[src/inc/acpm_pkg.sv]
// Package for the converter control pin decoder: register map, field layout, types
package acpm_pkg;
	localparam int         DATA_W        = 12;
	localparam int         SREG_W        = 16;
	localparam int         SADDR_W       = 4;
	localparam int         SADDR_LSB     = 12;
	localparam int         SERIAL_WRITE_DATA_W       = 12;
	localparam int         NUM_SREG      = 16;
	localparam logic [3:0] SREG_CTRL     = 4'h0;
	localparam int         CTRL_INV_BIT  = 0;
	localparam int         CTRL_OEA_BIT  = 1;
	localparam int         CTRL_PD_BIT   = 2;
	localparam logic [11:0] SREG_RESET   = 12'h000;
	localparam logic [11:0] TOP_BIT_MASK = 12'h800;

	// AXI4-Lite register byte addresses
	localparam logic [7:0] ADDR_STATUS   = 8'h00;
	localparam logic [7:0] ADDR_IRQ      = 8'h04;
	localparam logic [7:0] ADDR_MASK     = 8'h08;
	localparam logic [7:0] ADDR_CTRL_RB  = 8'h0C;
	localparam logic [7:0] ADDR_SREG_RB  = 8'h10;
	localparam logic [1:0] RESP_OKAY     = 2'b00;
	localparam logic [1:0] RESP_SLVERR   = 2'b10;

	// Status/interrupt bits
	localparam int         IRQ_W         = 4;
	localparam int         IRQ_OVER_RANGE_FLAG_A     = 0;
	localparam int         IRQ_OVER_RANGE_FLAG_B     = 1;
	localparam int         IRQ_SWRITE    = 2;
	localparam int         IRQ_SRESET    = 3;

	typedef struct packed {
		logic       sel;
		logic       pin41;
		logic       pin42;
		logic       pin45;
		logic       oe_b_n;
	} acpm_pins_type;

	typedef struct packed {
		logic       invert;
		logic       oe_a_n;
		logic       standby;
	} acpm_ctrl_type;
endpackage

[src/logic/acpm_top.sv]
// Shared control pin decoder, serial write port and AXI4-Lite status of a dual converter
`timescale 1ns/1ps
module acpm_top
	import acpm_pkg::*;
(
	input  wire logic                        aclk,
	input  wire logic                        aresetn,
	input  wire acpm_pkg::acpm_pins_type     pins,
	input  wire logic [acpm_pkg::DATA_W-1:0] conv_a,
	input  wire logic [acpm_pkg::DATA_W-1:0] conv_b,
	input  wire logic                        range_a,
	input  wire logic                        range_b,
	output logic      [acpm_pkg::DATA_W-1:0] dout_a,
	output logic      [acpm_pkg::DATA_W-1:0] dout_a_oe,
	output logic      [acpm_pkg::DATA_W-1:0] dout_b,
	output logic      [acpm_pkg::DATA_W-1:0] dout_b_oe,
	output logic                             over_range_flag_a,
	output logic                             over_range_flag_b,
	output logic                             standby_control,
	output logic                             irq,
	input  wire logic [7:0]                  s_axi_awaddr,
	input  wire logic                        s_axi_awvalid,
	output logic                             s_axi_awready,
	input  wire logic [31:0]                 s_axi_wdata,
	input  wire logic [3:0]                  s_axi_wstrb,
	input  wire logic                        s_axi_wvalid,
	output logic                             s_axi_wready,
	output logic      [1:0]                  s_axi_bresp,
	output logic                             s_axi_bvalid,
	input  wire logic                        s_axi_bready,
	input  wire logic [7:0]                  s_axi_araddr,
	input  wire logic                        s_axi_arvalid,
	output logic                             s_axi_arready,
	output logic      [31:0]                 s_axi_rdata,
	output logic      [1:0]                  s_axi_rresp,
	output logic                             s_axi_rvalid,
	input  wire logic                        s_axi_rready
);
	import acpm_pkg::*;

	// Offset binary to two's complement is a flip of the top bit only
	function automatic logic [DATA_W-1:0] code_fmt(
		input logic [DATA_W-1:0] raw,
		input logic              inv
	);
		return inv ? (raw ^ TOP_BIT_MASK) : raw;
	endfunction

	// Only the status clear and mask registers accept writes
	function automatic logic wr_mapped(input logic [7:0] a);
		return (a == ADDR_IRQ) || (a == ADDR_MASK);
	endfunction

	// Pins come from another domain: two-stage synchronisers
	acpm_pins_type pins_m_q;
	acpm_pins_type pins_s_q;
	acpm_pins_type pins_p_q;
	always_ff @(posedge aclk) begin
		if (!aresetn) begin
			pins_m_q <= '0;
			pins_s_q <= '0;
			pins_p_q <= '0;
		end else begin
			pins_m_q <= pins;
			pins_s_q <= pins_m_q;
			pins_p_q <= pins_s_q;
		end
	end

	logic serial_mode;
	logic top_bit_invert;
	logic serial_write_strobe;
	logic serial_write_clock;
	logic serial_write_data;
	assign serial_mode = pins_s_q.sel;
	assign top_bit_invert = pins_s_q.pin41;
	assign serial_write_strobe = pins_s_q.pin41;
	assign serial_write_clock = pins_s_q.pin42;
	assign serial_write_data = pins_s_q.pin45;

	// Serial shift register; strobe low frames a word, clock rising shifts
	logic [SREG_W-1:0]  shift_q;
	logic [4:0]         bitcnt_q;
	logic [SERIAL_WRITE_DATA_W-1:0] sreg_q [NUM_SREG];
	logic               sclk_rise;
	logic               word_done;
	logic               sel_fall;
	assign sclk_rise = serial_mode && serial_write_clock && !pins_p_q.pin42;
	assign word_done = sclk_rise && !serial_write_strobe && (bitcnt_q == 5'(SREG_W - 1));
	assign sel_fall  = pins_p_q.sel && !pins_s_q.sel;

	always_ff @(posedge aclk) begin
		if (!aresetn || !serial_mode || serial_write_strobe) begin
			shift_q  <= '0;
			bitcnt_q <= '0;
		end else if (sclk_rise) begin
			shift_q  <= {shift_q[SREG_W-2:0], serial_write_data};
			bitcnt_q <= word_done ? 5'd0 : bitcnt_q + 5'd1;
		end
	end

	logic [SREG_W-1:0] word_full;
	assign word_full = {shift_q[SREG_W-2:0], serial_write_data};

	// Registers written only by a full serial word; select low resets them
	always_ff @(posedge aclk) begin
		if (!aresetn || !serial_mode) begin
			for (int i = 0; i < NUM_SREG; i++) begin
				sreg_q[i] <= SREG_RESET;
			end
		end else if (word_done) begin
			sreg_q[word_full[SADDR_LSB +: SADDR_W]] <= word_full[SERIAL_WRITE_DATA_W-1:0];
		end
	end

	// Control selection: parallel pins, or the serial control register contents
	acpm_ctrl_type ctrl;
	always_comb begin
		if (!serial_mode) begin
			ctrl.invert  = top_bit_invert;
			ctrl.oe_a_n  = pins_s_q.pin42;
			ctrl.standby = pins_s_q.pin45;
		end else begin
			ctrl.invert  = sreg_q[SREG_CTRL][CTRL_INV_BIT];
			ctrl.oe_a_n  = sreg_q[SREG_CTRL][CTRL_OEA_BIT];
			ctrl.standby = sreg_q[SREG_CTRL][CTRL_PD_BIT];
		end
	end

	// Data path registers; invert of top bit converts offset to two's complement
	logic [DATA_W-1:0] dout_a_q;
	logic [DATA_W-1:0] dout_b_q;
	logic              oe_a_q;
	logic              oe_b_q;
	logic              standby_q;
	logic              over_range_flag_a_q;
	logic              over_range_flag_b_q;
	always_ff @(posedge aclk) begin
		if (!aresetn) begin
			dout_a_q  <= '0;
			dout_b_q  <= '0;
			oe_a_q    <= 1'b0;
			oe_b_q    <= 1'b0;
			standby_q <= 1'b0;
			over_range_flag_a_q   <= 1'b0;
			over_range_flag_b_q   <= 1'b0;
		end else begin
			dout_a_q  <= code_fmt(conv_a, ctrl.invert);
			dout_b_q  <= code_fmt(conv_b, ctrl.invert);
			oe_a_q    <= !ctrl.oe_a_n && !ctrl.standby;
			oe_b_q    <= !pins_s_q.oe_b_n && !ctrl.standby;
			standby_q <= ctrl.standby;
			over_range_flag_a_q   <= range_a && !ctrl.standby;
			over_range_flag_b_q   <= range_b && !ctrl.standby;
		end
	end
	assign dout_a            = dout_a_q;
	assign dout_b            = dout_b_q;
	assign dout_a_oe         = {DATA_W{oe_a_q}};
	assign dout_b_oe         = {DATA_W{oe_b_q}};
	assign over_range_flag_a = over_range_flag_a_q;
	assign over_range_flag_b = over_range_flag_b_q;
	assign standby_control   = standby_q;

	// AXI4-Lite write: address and data taken in either order
	logic              aw_got_q;
	logic              w_got_q;
	logic [7:0]        awaddr_q;
	logic [31:0]       wdata_q;
	logic              bvalid_q;
	logic [1:0]        bresp_q;
	logic [IRQ_W-1:0]  irq_q;
	logic [IRQ_W-1:0]  mask_q;
	logic              wr_fire;
	assign s_axi_awready = !aw_got_q && !bvalid_q;
	assign s_axi_wready  = !w_got_q && !bvalid_q;
	assign wr_fire       = aw_got_q && w_got_q && !bvalid_q;
	always_ff @(posedge aclk) begin
		if (!aresetn) begin
			aw_got_q <= 1'b0;
			w_got_q  <= 1'b0;
			awaddr_q <= '0;
			wdata_q  <= '0;
			bvalid_q <= 1'b0;
			bresp_q  <= RESP_OKAY;
		end else begin
			if (s_axi_awvalid && s_axi_awready) begin
				aw_got_q <= 1'b1;
				awaddr_q <= s_axi_awaddr;
			end
			if (s_axi_wvalid && s_axi_wready) begin
				w_got_q <= 1'b1;
				wdata_q <= s_axi_wdata;
			end
			if (wr_fire) begin
				aw_got_q <= 1'b0;
				w_got_q  <= 1'b0;
				bvalid_q <= 1'b1;
				bresp_q  <= wr_mapped(awaddr_q) ? RESP_OKAY : RESP_SLVERR;
			end else if (bvalid_q && s_axi_bready) begin
				bvalid_q <= 1'b0;
			end
		end
	end
	assign s_axi_bvalid = bvalid_q;
	assign s_axi_bresp  = bresp_q;

	// Sticky events; a set in the clearing cycle wins
	logic [IRQ_W-1:0] events;
	logic [IRQ_W-1:0] clr;
	assign events = {sel_fall, word_done, over_range_flag_b_q, over_range_flag_a_q};
	assign clr = (wr_fire && awaddr_q == ADDR_IRQ) ? wdata_q[IRQ_W-1:0] : '0;
	always_ff @(posedge aclk) begin
		if (!aresetn) begin
			irq_q  <= '0;
			mask_q <= '0;
		end else begin
			irq_q <= (irq_q & ~clr) | events;
			if (wr_fire && awaddr_q == ADDR_MASK) begin
				mask_q <= wdata_q[IRQ_W-1:0];
			end
		end
	end
	assign irq = |(irq_q & mask_q);

	// AXI4-Lite read
	logic        rvalid_q;
	logic [31:0] rdata_q;
	logic [1:0]  rresp_q;
	assign s_axi_arready = !rvalid_q;
	always_ff @(posedge aclk) begin
		if (!aresetn) begin
			rvalid_q <= 1'b0;
			rdata_q  <= '0;
			rresp_q  <= RESP_OKAY;
		end else if (s_axi_arvalid && s_axi_arready) begin
			rvalid_q <= 1'b1;
			rresp_q  <= RESP_OKAY;
			unique case (s_axi_araddr)
				ADDR_STATUS:  rdata_q <= {27'h000_0000, serial_mode, standby_q,
					oe_b_q, oe_a_q, ctrl.invert};
				ADDR_IRQ:     rdata_q <= {28'h000_0000, irq_q};
				ADDR_MASK:    rdata_q <= {28'h000_0000, mask_q};
				ADDR_CTRL_RB: rdata_q <= {20'h0_0000, sreg_q[SREG_CTRL]};
				ADDR_SREG_RB: rdata_q <= {16'h0000, shift_q};
				default: begin
					rdata_q <= '0;
					rresp_q <= RESP_SLVERR;
				end
			endcase
		end else if (rvalid_q && s_axi_rready) begin
			rvalid_q <= 1'b0;
		end
	end
	assign s_axi_rvalid = rvalid_q;
	assign s_axi_rdata  = rdata_q;
	assign s_axi_rresp  = rresp_q;

	AST_PARALLEL_INVERT: assert property (@(posedge aclk) disable iff (!aresetn)
		!serial_mode |=> dout_a == ($past(pins_s_q.pin41) ? ($past(conv_a) ^ TOP_BIT_MASK)
		: $past(conv_a)))
		else $error("channel A code format wrong");
	AST_OEA: assert property (@(posedge aclk) disable iff (!aresetn)
		(!serial_mode && pins_s_q.pin42) |=> dout_a_oe == '0)
		else $error("channel A driven while disabled");
	AST_OEB: assert property (@(posedge aclk) disable iff (!aresetn)
		pins_s_q.oe_b_n |=> dout_b_oe == '0)
		else $error("channel B driven while disabled");
	AST_STANDBY: assert property (@(posedge aclk) disable iff (!aresetn)
		(!serial_mode && pins_s_q.pin45) |=> standby_control)
		else $error("standby not entered");
	AST_OVER_RANGE_FLAG_A: assert property (@(posedge aclk) disable iff (!aresetn)
		!ctrl.standby |=> over_range_flag_a == $past(range_a))
		else $error("channel A over-range flag wrong");
	AST_OVER_RANGE_FLAG_B: assert property (@(posedge aclk) disable iff (!aresetn)
		!ctrl.standby |=> over_range_flag_b == $past(range_b))
		else $error("channel B over-range flag wrong");
	AST_OEA_ON: assert property (@(posedge aclk) disable iff (!aresetn)
		(!ctrl.oe_a_n && !ctrl.standby) |=> dout_a_oe == '1)
		else $error("channel A not driven while enabled");
	AST_OEB_ON: assert property (@(posedge aclk) disable iff (!aresetn)
		(!pins_s_q.oe_b_n && !ctrl.standby) |=> dout_b_oe == '1)
		else $error("channel B not driven while enabled");
	AST_PARALLEL_NO_SHIFT: assert property (@(posedge aclk) disable iff (!aresetn)
		!serial_mode |=> bitcnt_q == '0 && !word_done)
		else $error("serial port active in parallel mode");
	AST_SERIAL_RESET: assert property (@(posedge aclk) disable iff (!aresetn)
		!serial_mode |=> sreg_q[SREG_CTRL] == SREG_RESET)
		else $error("serial registers not reset");
	AST_SERIAL_DEFAULT: assert property (@(posedge aclk) disable iff (!aresetn)
		($rose(serial_mode)) |-> !ctrl.invert && !ctrl.oe_a_n && !ctrl.standby)
		else $error("serial mode controls not default");
	AST_SHIFT_COUNT: assert property (@(posedge aclk) disable iff (!aresetn)
		(serial_mode && sclk_rise && !serial_write_strobe && bitcnt_q < 5'(SREG_W - 1)) |=>
		bitcnt_q == $past(bitcnt_q) + 5'd1)
		else $error("serial bit not counted");
	AST_WRITE_SOURCE: assert property (@(posedge aclk) disable iff (!aresetn)
		(serial_mode && !word_done) |=> $stable(sreg_q[SREG_CTRL]) || !serial_mode)
		else $error("register changed without a serial word");

	// Serial port checks
	AST_STROBE_IDLE: assert property (@(posedge aclk) disable iff (!aresetn)
		serial_write_strobe |=> bitcnt_q == '0)
		else $error("shift count kept while strobe idle");
	AST_SERIAL_WRITE: assert property (@(posedge aclk) disable iff (!aresetn)
		(word_done && word_full[SADDR_LSB +: SADDR_W] == SREG_CTRL) |=>
		sreg_q[SREG_CTRL] == $past(word_full[SERIAL_WRITE_DATA_W-1:0]))
		else $error("serial word not stored");
	AST_SERIAL_INVERT: assert property (@(posedge aclk) disable iff (!aresetn)
		serial_mode |=> dout_a == ($past(sreg_q[SREG_CTRL][CTRL_INV_BIT])
		? ($past(conv_a) ^ TOP_BIT_MASK) : $past(conv_a)))
		else $error("channel A code format wrong in serial mode");
	AST_SERIAL_OEA: assert property (@(posedge aclk) disable iff (!aresetn)
		(serial_mode && sreg_q[SREG_CTRL][CTRL_OEA_BIT]) |=> dout_a_oe == '0)
		else $error("channel A driven while serially disabled");

	// Register bus answers stand until taken; a new event always lands
	AST_BVALID_HOLD: assert property (@(posedge aclk) disable iff (!aresetn)
		(s_axi_bvalid && !s_axi_bready) |=> s_axi_bvalid && $stable(s_axi_bresp))
		else $error("write response dropped early");
	AST_RVALID_HOLD: assert property (@(posedge aclk) disable iff (!aresetn)
		(s_axi_rvalid && !s_axi_rready) |=> s_axi_rvalid && $stable(s_axi_rdata))
		else $error("read data dropped early");
	AST_IRQ_SET: assert property (@(posedge aclk) disable iff (!aresetn)
		(|events) |=> (irq_q & $past(events)) == $past(events))
		else $error("event lost in status");
	COV_SERIAL_WORD: cover property (@(posedge aclk) disable iff (!aresetn) word_done);
	COV_PARALLEL_OFF: cover property (@(posedge aclk) disable iff (!aresetn)
		!serial_mode && dout_a_oe == '0);
	COV_SEL_PULSE: cover property (@(posedge aclk) disable iff (!aresetn) sel_fall);
	COV_IRQ: cover property (@(posedge aclk) disable iff (!aresetn) irq);
	COV_STANDBY: cover property (@(posedge aclk) disable iff (!aresetn) standby_control);
endmodule

[config.mk]
export PLATFORM = sky130hd
export DESIGN_NAME = acpm_top
export DESIGN_NICKNAME = d
export VERILOG_FILES = /design/src/inc/acpm_pkg.sv /design/src/logic/acpm_top.sv
export SDC_FILE = /design/constraint.sdc
export NUM_CORES = 1
export LEC_CHECK = 0
export ABC_AREA = 1
export BUFFER_PORTS_ARGS = -buffer_cell sky130_fd_sc_hd__buf_2
export CAP_MARGIN = 10
export CORE_UTILIZATION = 48
export CTS_CLUSTER_DIAMETER = 120
export CTS_CLUSTER_SIZE = 8
export DETAILED_ROUTE_END_ITERATION = 6
export PLACE_DENSITY = 0.82
export SETUP_SLACK_MARGIN = 0.15
export SKIP_LAST_GASP = 1
export SYNTH_ARGS = -nofsm -noshare
export SYNTH_HDL_FRONTEND = slang
export SYNTH_SLANG_ARGS = --single-unit
[constraint.sdc]
create_clock -name aclk -period 2.3 [get_ports aclk]
set_input_delay 0.23 -clock aclk [delete_from_list [all_inputs] [get_ports aclk]]
set_output_delay 0.23 -clock aclk [all_outputs]
set_load 0.1 [all_outputs]
==> flow_summary_export.csv, run 1 <==
group,metric,value,unit
status,outcome,"finished clean",
synthesis,ys.flop_type,"dfxtp_1",
synthesis,syn_area,4630,um^2
timing,rsz0062_at_grt,"no",
synthesis,ys_seq_elements,116,
placement,dp_hpwl,7.03,mm
drt,drt-total-wl,11.4,mm
cells_and_area,n_fill_cell,715,
setup_path,critical_path_class,"reg -> reg",
clock_network,cts_sinks,116,
timing,worst_slack,511,ps
clock_network,tritoncts,"done",
synthesis,ys_warn_count,0,
setup_path,crit_required,2700,ps
setup_path,ff2ff_setup_slack,510,ps
power_and_ir_drop,irDropWorstVdd,0.000479,V
timing,finalHoldViolCount,0,
floorplan,coreArea,9280,um^2
placement,gp_congestion,0.772,
min_path,hp-class,"in -> reg",
drt,firstDrtPassIters,6,
timing,fin_crit_sh,77.8,%
min_path,hp-start,"s_axi_awaddr[5]",
setup_path,r2r_start,"s_axi_bvalid$_SDFFE_PN0P_",
clock_network,cts-root-buf,"clkbuf_8",
grt,grt_max_degree,36,
floorplan,ioPinCount,183,
clock_network,clkLatencyLatePin,520,ps
cells_and_area,synthToLayoutAreaGrowth,33.7,%
synthesis,synth_compound_gate_area_share,11.9,%
floorplan,num_rows,35,
grt,first_global_vias,4084,
min_path,hold_path_end,"awaddr_q[5]$_SDFFE_PN0P_",
timing,period_minus_slack,1790,ps
floorplan,initial_core_util,49.9,%
setup_path,critPathLaunchType,"flip-flop",
setup_path,crit_path_end_kind,"flip-flop",
floorplan,die_w,100,um
drt,drt_first_iter_violations,226,
grt,grt_usage,23.5,%
floorplan,die_h,100,um
cells_and_area,regArea,2440,um^2
power_and_ir_drop,p_per_area,962,nW/um^2
floorplan,die_area,10100,um^2
power_and_ir_drop,cellInternalPower,4.07,mW
clock_network,numCtsBuffers,17,
synthesis,yosys.area_share.adder,0.270,%
synthesis,synthMuxAreaShare,0,%
power_and_ir_drop,switchingPower,1.89,mW
timing,clock_skew,9.40,ps
synthesis,yosysMostFrequentCell,"nand2_1",
min_path,min_path_cells,3,
clock_network,clk_path_buf_depth,2,
power_and_ir_drop,p_leak,3.04,nW
clock_network,cts_htree_levels,4,
power_and_ir_drop,sw_frac_of_total,31.7,%
synthesis,synth.area.top_cells,"dfxtp_1 (45%), nand2_1 (9.2%), edfxtp_1 (7.8%)",
timing,maxSlewViolCount,0,
drt,drc,0,
setup_path,worstRegToRegCells,5,
setup_path,crit_arrival,2190,ps
grt,grt_overflow,0,
timing,worst_pin_slew,676,ps
clock_network,cts.repair.resized,0,
cells_and_area,multi_input_area,1560,um^2
drt,ant_nets,0,
synthesis,syn_area_per_cell,7.90,um^2
synthesis,synthCells,587,
placement,place_ws,547,ps
synthesis,async_reset_ff_share,0,%
synthesis,netlist_top_cells_count,"nand2_1 (113), dfxtp_1 (104), inv_1 (79)",
synthesis,yosysUniqueCellTypes,23,
setup_path,cp_max_fo,15,
drt,route.vias.total,4295,
clock_network,clk_pin_slew,60,ps
placement,portBuffers,132,
synthesis,synth_top_family_by_area,"simple AND/OR/NAND/NOR gates",
grt,grt_pass1_wl,18.3,mm
synthesis,synth_top_cell_by_area,"dfxtp_1",
synthesis,yosys.area_share.simple,19.8,%
synthesis,synth_xor_area_share,0,%
timing,timing.fmax,559,MHz
setup_path,timing.rr.end,"awaddr_q[4]$_SDFFE_PN0P_",
grt,antenna_found_initial,0,
timing,max_slew_margin,54.9,%
synthesis,synth_edf_count,12,
placement,placed_area,5190,um^2
power_and_ir_drop,pwr-share-comb,18.6,%
cells_and_area,nNetsFinal,829,
timing,fin_setup_tns,0,ps
cells_and_area,drive_gt1_share,24.9,%
cells_and_area,design_area,6200,um^2
drt,post_drt_via_cell_ratio,4.88,
synthesis,synth_top_area_share,44.9,%
synthesis,seq_area_frac_synth,52.7,%
power_and_ir_drop,clkPwrFrac,44.9,%
job,max_cap_viol_count,0,
timing,setup_viol,0,
power_and_ir_drop,seqPwrFrac,36.5,%
cells_and_area,antenna_cells,0,
drt,avgRoutedWirePerCell,13.0,um
cells in the final DEF, fill, tap and decap left out, drive strengths merged:
master and instances:
dlygate4sd3 40, clkbuf 19, nand3 36, buf 140, nor4 1, nand4 4
conb 18, dfxtp 104, o21a 1, a21boi 1, nor3 1, nor2 59
inv 78, ha 1, bufinv 4, clkinv 7, nand2 115, edfxtp 12
o21ai 48, clkinvlp 3, a21oi 59
worst max path at each step:
stage	start	end	slack, ps	cells after the start
floorplan	s_axi_bvalid$_SDFFE_PN0P_	awaddr_q[6]$_SDFFE_PN0P_	120	5
global placement	serial_mode$_SDFF_PN0_	sreg_q[0][11]$_SDFFCE_PN0P_	610	6
detailed placement	serial_mode$_SDFF_PN0_	sreg_q[0][1]$_SDFFCE_PN0P_	550	6
CTS	serial_mode$_SDFF_PN0_	sreg_q[0][8]$_SDFFCE_PN0P_	530	6
global route	s_axi_bvalid$_SDFFE_PN0P_	awaddr_q[4]$_SDFFE_PN0P_	300	5
finish	s_axi_bvalid$_SDFFE_PN0P_	awaddr_q[4]$_SDFFE_PN0P_	510	5
flip-flops by register name (all words and copies together), names as in the netlist, 5 cells and up:
name         count
pins_m_q         5
awaddr_q         8
bitcnt_q         5
sreg_q          12
shift_q         16
s_axi_rdata     16
dout_a          12
dout_b          12
metrics by stage:
stage	total power [mW]	std cells	hold WS [ps]	util [%]
floorplan	3.16	604	320	-
global placement	3.25	808	400	55.9
detailed placement	3.26	808	400	55.9
CTS	5.97	880	4.39	66.7
global route	6.14	880	19.3	66.7
finish	5.96	880	12.3	66.7
cell families after synthesis:
logic type | count (synthesis)
flops | 116
buf+inv | 144
fa+ha+maj | 1
other cells | 1
compound gates | 109
simple gates | 216
power groups by stage:
| stage | Combinational, mW | Sequential, mW | Clock (mW) |
|---|---|---|---|
| floorplan | 0.662 | 2.50 | 0 |
| global placement | 1.03 | 2.21 | 0 |
| detailed placement | 1.04 | 2.22 | 0 |
| CTS | 1.10 | 2.18 | 2.70 |
| global route | 1.16 | 2.19 | 2.79 |
| finish | 1.11 | 2.18 | 2.68 |
metal layers:
layer / vias to the layer above / share of wire, % / GRT usage, %
met5: - / 0 / 0
met4: 0 / 2.0 / 11.7
met3: 23 / 6.9 / 5.50
met2: 195 / 51 / 41.5
met1: 1980 / 40 / 26.6
li1: 2097 / - / -
what timing repair did:
item / CTS / global route
endpoints found under the hold margin: 39 / 0
buffers inserted: 0 / 0
hold buffers: 40 / 0
critical path, stage by stage, from the launching register on:
cell and delay, ps:
dfxtp_1 380, nor2_4 170, nand2_1 280, o21ai_0 250, nor2_1 50, dlygate4sd3_1 550
final cells by class:
class / count / area share [%]
clock inverter: 13 / 2.97
clock buffer: 19 / 6.81
timing repair buffer: 180 / 18.1
tap: 129 / 2.61
inverter: 79 / 4.85
sequential: 116 / 39.4
multi-input combinational: 344 / 25.2
Power figures use the tool's default switching activity.
==> run 2, diff against run 1 <==
clock period = 1.8 ns   (was 2.3 ns; I/O delays follow)
==> run 2 against run 1 <==
Net effect:
- cell area rose by 1.7%
- sequential cell count unchanged
- setup slack lost 360 ps
- cell count is 0.91% higher
- sequential share of layout area fell by 0.51 points
- via count fell by 0.79%
- clock-buffer cell count decreased by 2
- largest power group unchanged
- clock power up 14%
- core utilization increased by 1.1 points
- highest routed layer unchanged
==> flow_summary_export.csv, run 2 (synthesis gave the netlist of run 1 again) <==
group,metric,value,unit
timing,worst_pin_slew,664,ps
timing,rsz0062_at_grt,"yes",
floorplan,coreArea,9280,um^2
timing,clock_skew,14.3,ps
power_and_ir_drop,sw_frac_of_total,33.8,%
job,max_cap_viol_count,0,
setup_path,critical_path_class,"reg -> out",
power_and_ir_drop,cellInternalPower,4.83,mW
placement,place_ws,336,ps
grt,first_global_vias,4053,
power_and_ir_drop,p_per_area,1160,nW/um^2
floorplan,die_h,100,um
timing,maxSlewViolCount,0,
clock_network,tritoncts,"done",
clock_network,cts_htree_levels,4,
timing,hold_slack,55.8,ps
setup_path,cp_max_fo,5,
timing,period_minus_slack,1640,ps
grt,grt_overflow,0,
placement,dp_hpwl,6.76,mm
drt,post_drt_via_cell_ratio,4.80,
grt,antenna_found_initial,0,
cells_and_area,final_cell_mix,"nand2_1 (110), buf_2 (106), dfxtp_1 (100), inv_1 (77), a21oi_1 (59)",
cells_and_area,antenna_cells,0,
floorplan,ioPinCount,183,
timing,worst_slack,156,ps
setup_path,crit_path_end_kind,"output pin",
grt,grt_pass1_wl,18.0,mm
cells_and_area,layout_commonest_cell,"nand2_1",
power_and_ir_drop,pwr-share-comb,20.0,%
cells_and_area,design_area,6300,um^2
placement,gp_congestion,0.799,
drt,firstDrtPassIters,5,
placement,portBuffers,132,
status,outcome,"finished clean",
power_and_ir_drop,clkPwrFrac,41.9,%
clock_network,clk_path_buf_depth,2,
clock_network,post-cts-setup-buffers,0,
cells_and_area,synthToLayoutAreaGrowth,35.9,%
clock_network,clk_pin_slew,60,ps
timing,timing.fmax,608,MHz
drt,ant_nets,0,
drt,route.vias.total,4261,
floorplan,die_w,100,um
power_and_ir_drop,p_leak,3.07,nW
setup_path,crit_required,1620,ps
drt,drt-total-wl,11.0,mm
placement,placed_area,5200,um^2
clock_network,numCtsBuffers,17,
cells_and_area,drive_gt1_share,25.7,%
power_and_ir_drop,seqPwrFrac,38.1,%
clock_network,cts-root-buf,"clkbuf_8",
setup_path,crit_arrival,1460,ps
cells_and_area,nNetsFinal,837,
setup_path,critPathLaunchType,"flip-flop",
grt,grt_usage,23.0,%
timing,finalHoldViolCount,0,
floorplan,num_rows,35,
drt,drt_first_iter_violations,189,
timing,setup_viol,0,
power_and_ir_drop,switchingPower,2.47,mW
timing,max_slew_margin,55.7,%
min_path,hp-class,"in -> reg",
grt,grt_max_degree,36,
clock_network,cts_sinks,116,
timing,fin_crit_sh,91.3,%
power_and_ir_drop,power,7.30,mW
drt,avgRoutedWirePerCell,12.4,um
floorplan,die_area,10100,um^2
clock_network,clkLatencyLatePin,520,ps
drt,drc,0,
power_and_ir_drop,irDropWorstVdd,0.000848,V
floorplan,initial_core_util,49.9,%
## run 2: layout make-up
class | instances | area, um^2
Inverter | 79 | 300
Sequential cell | 116 | 2450
Multi-Input combinational cell | 344 | 1570
Tap cell | 129 | 161
Timing Repair Buffer | 188 | 1270
Fill cell | 735 | 2980
Clock inverter | 15 | 134
Clock buffer | 17 | 414
## run 2: timing repair
item,in CTS,in global routing
hold buffers,48,0
resized for setup,2,50
endpoints found under the setup margin,25,27
hold endpoints to repair,46,0
pin swaps,0,0
## run 2: power by group through the flow
stage / sequential [mW] / combinational, mW / clock [mW]
floorplan: 3.19 / 0.858 / 0
global placement: 2.83 / 1.32 / 0
detailed placement: 2.83 / 1.34 / 0
CTS: 2.78 / 1.42 / 3.09
global route: 2.80 / 1.52 / 3.21
finish: 2.78 / 1.46 / 3.05
## run 2: metrics by stage
step | utilization, % | instances | TNS, ps
finish | 67.9 | 888 | 0
global route | 67.9 | 888 | 0
CTS | 67.2 | 888 | 0
detailed placement | 56.1 | 808 | 0
global placement | 56.1 | 808 | 0
floorplan | - | 604 | -43.1
## run 2: final timing paths
path | from | end | slack [ps] | cells after the start
worst min register to register | pins_m_q[0]$_SDFF_PN0_ | pins_s_q[0]$_SDFF_PN0_ | 410 | 2
worst max register to register | s_axi_bvalid$_SDFFE_PN0P_ | awaddr_q[4]$_SDFFE_PN0P_ | 190 | 5
worst max-delay path | s_axi_bvalid$_SDFFE_PN0P_ | s_axi_awready | 160 | 2
worst min-delay path | s_axi_wvalid | w_got_q$_SDFFE_PP0P_ | 60 | 3
## run 2: layer usage
metal / GRT usage (%) / up-vias / part of all wire, %
met1: 25.5 / 1934 / 41
li1: - / 2111 / -
met3: 7.31 / 17 / 7.8
met2: 40.3 / 199 / 50
met5: 0 / - / 0
met4: 10.1 / 0 / 1.6
## run 2: worst max-delay path: stages (launching register included)
cell	delay [ps]
dfxtp_4	370
nor2_4	130
buf_2	450
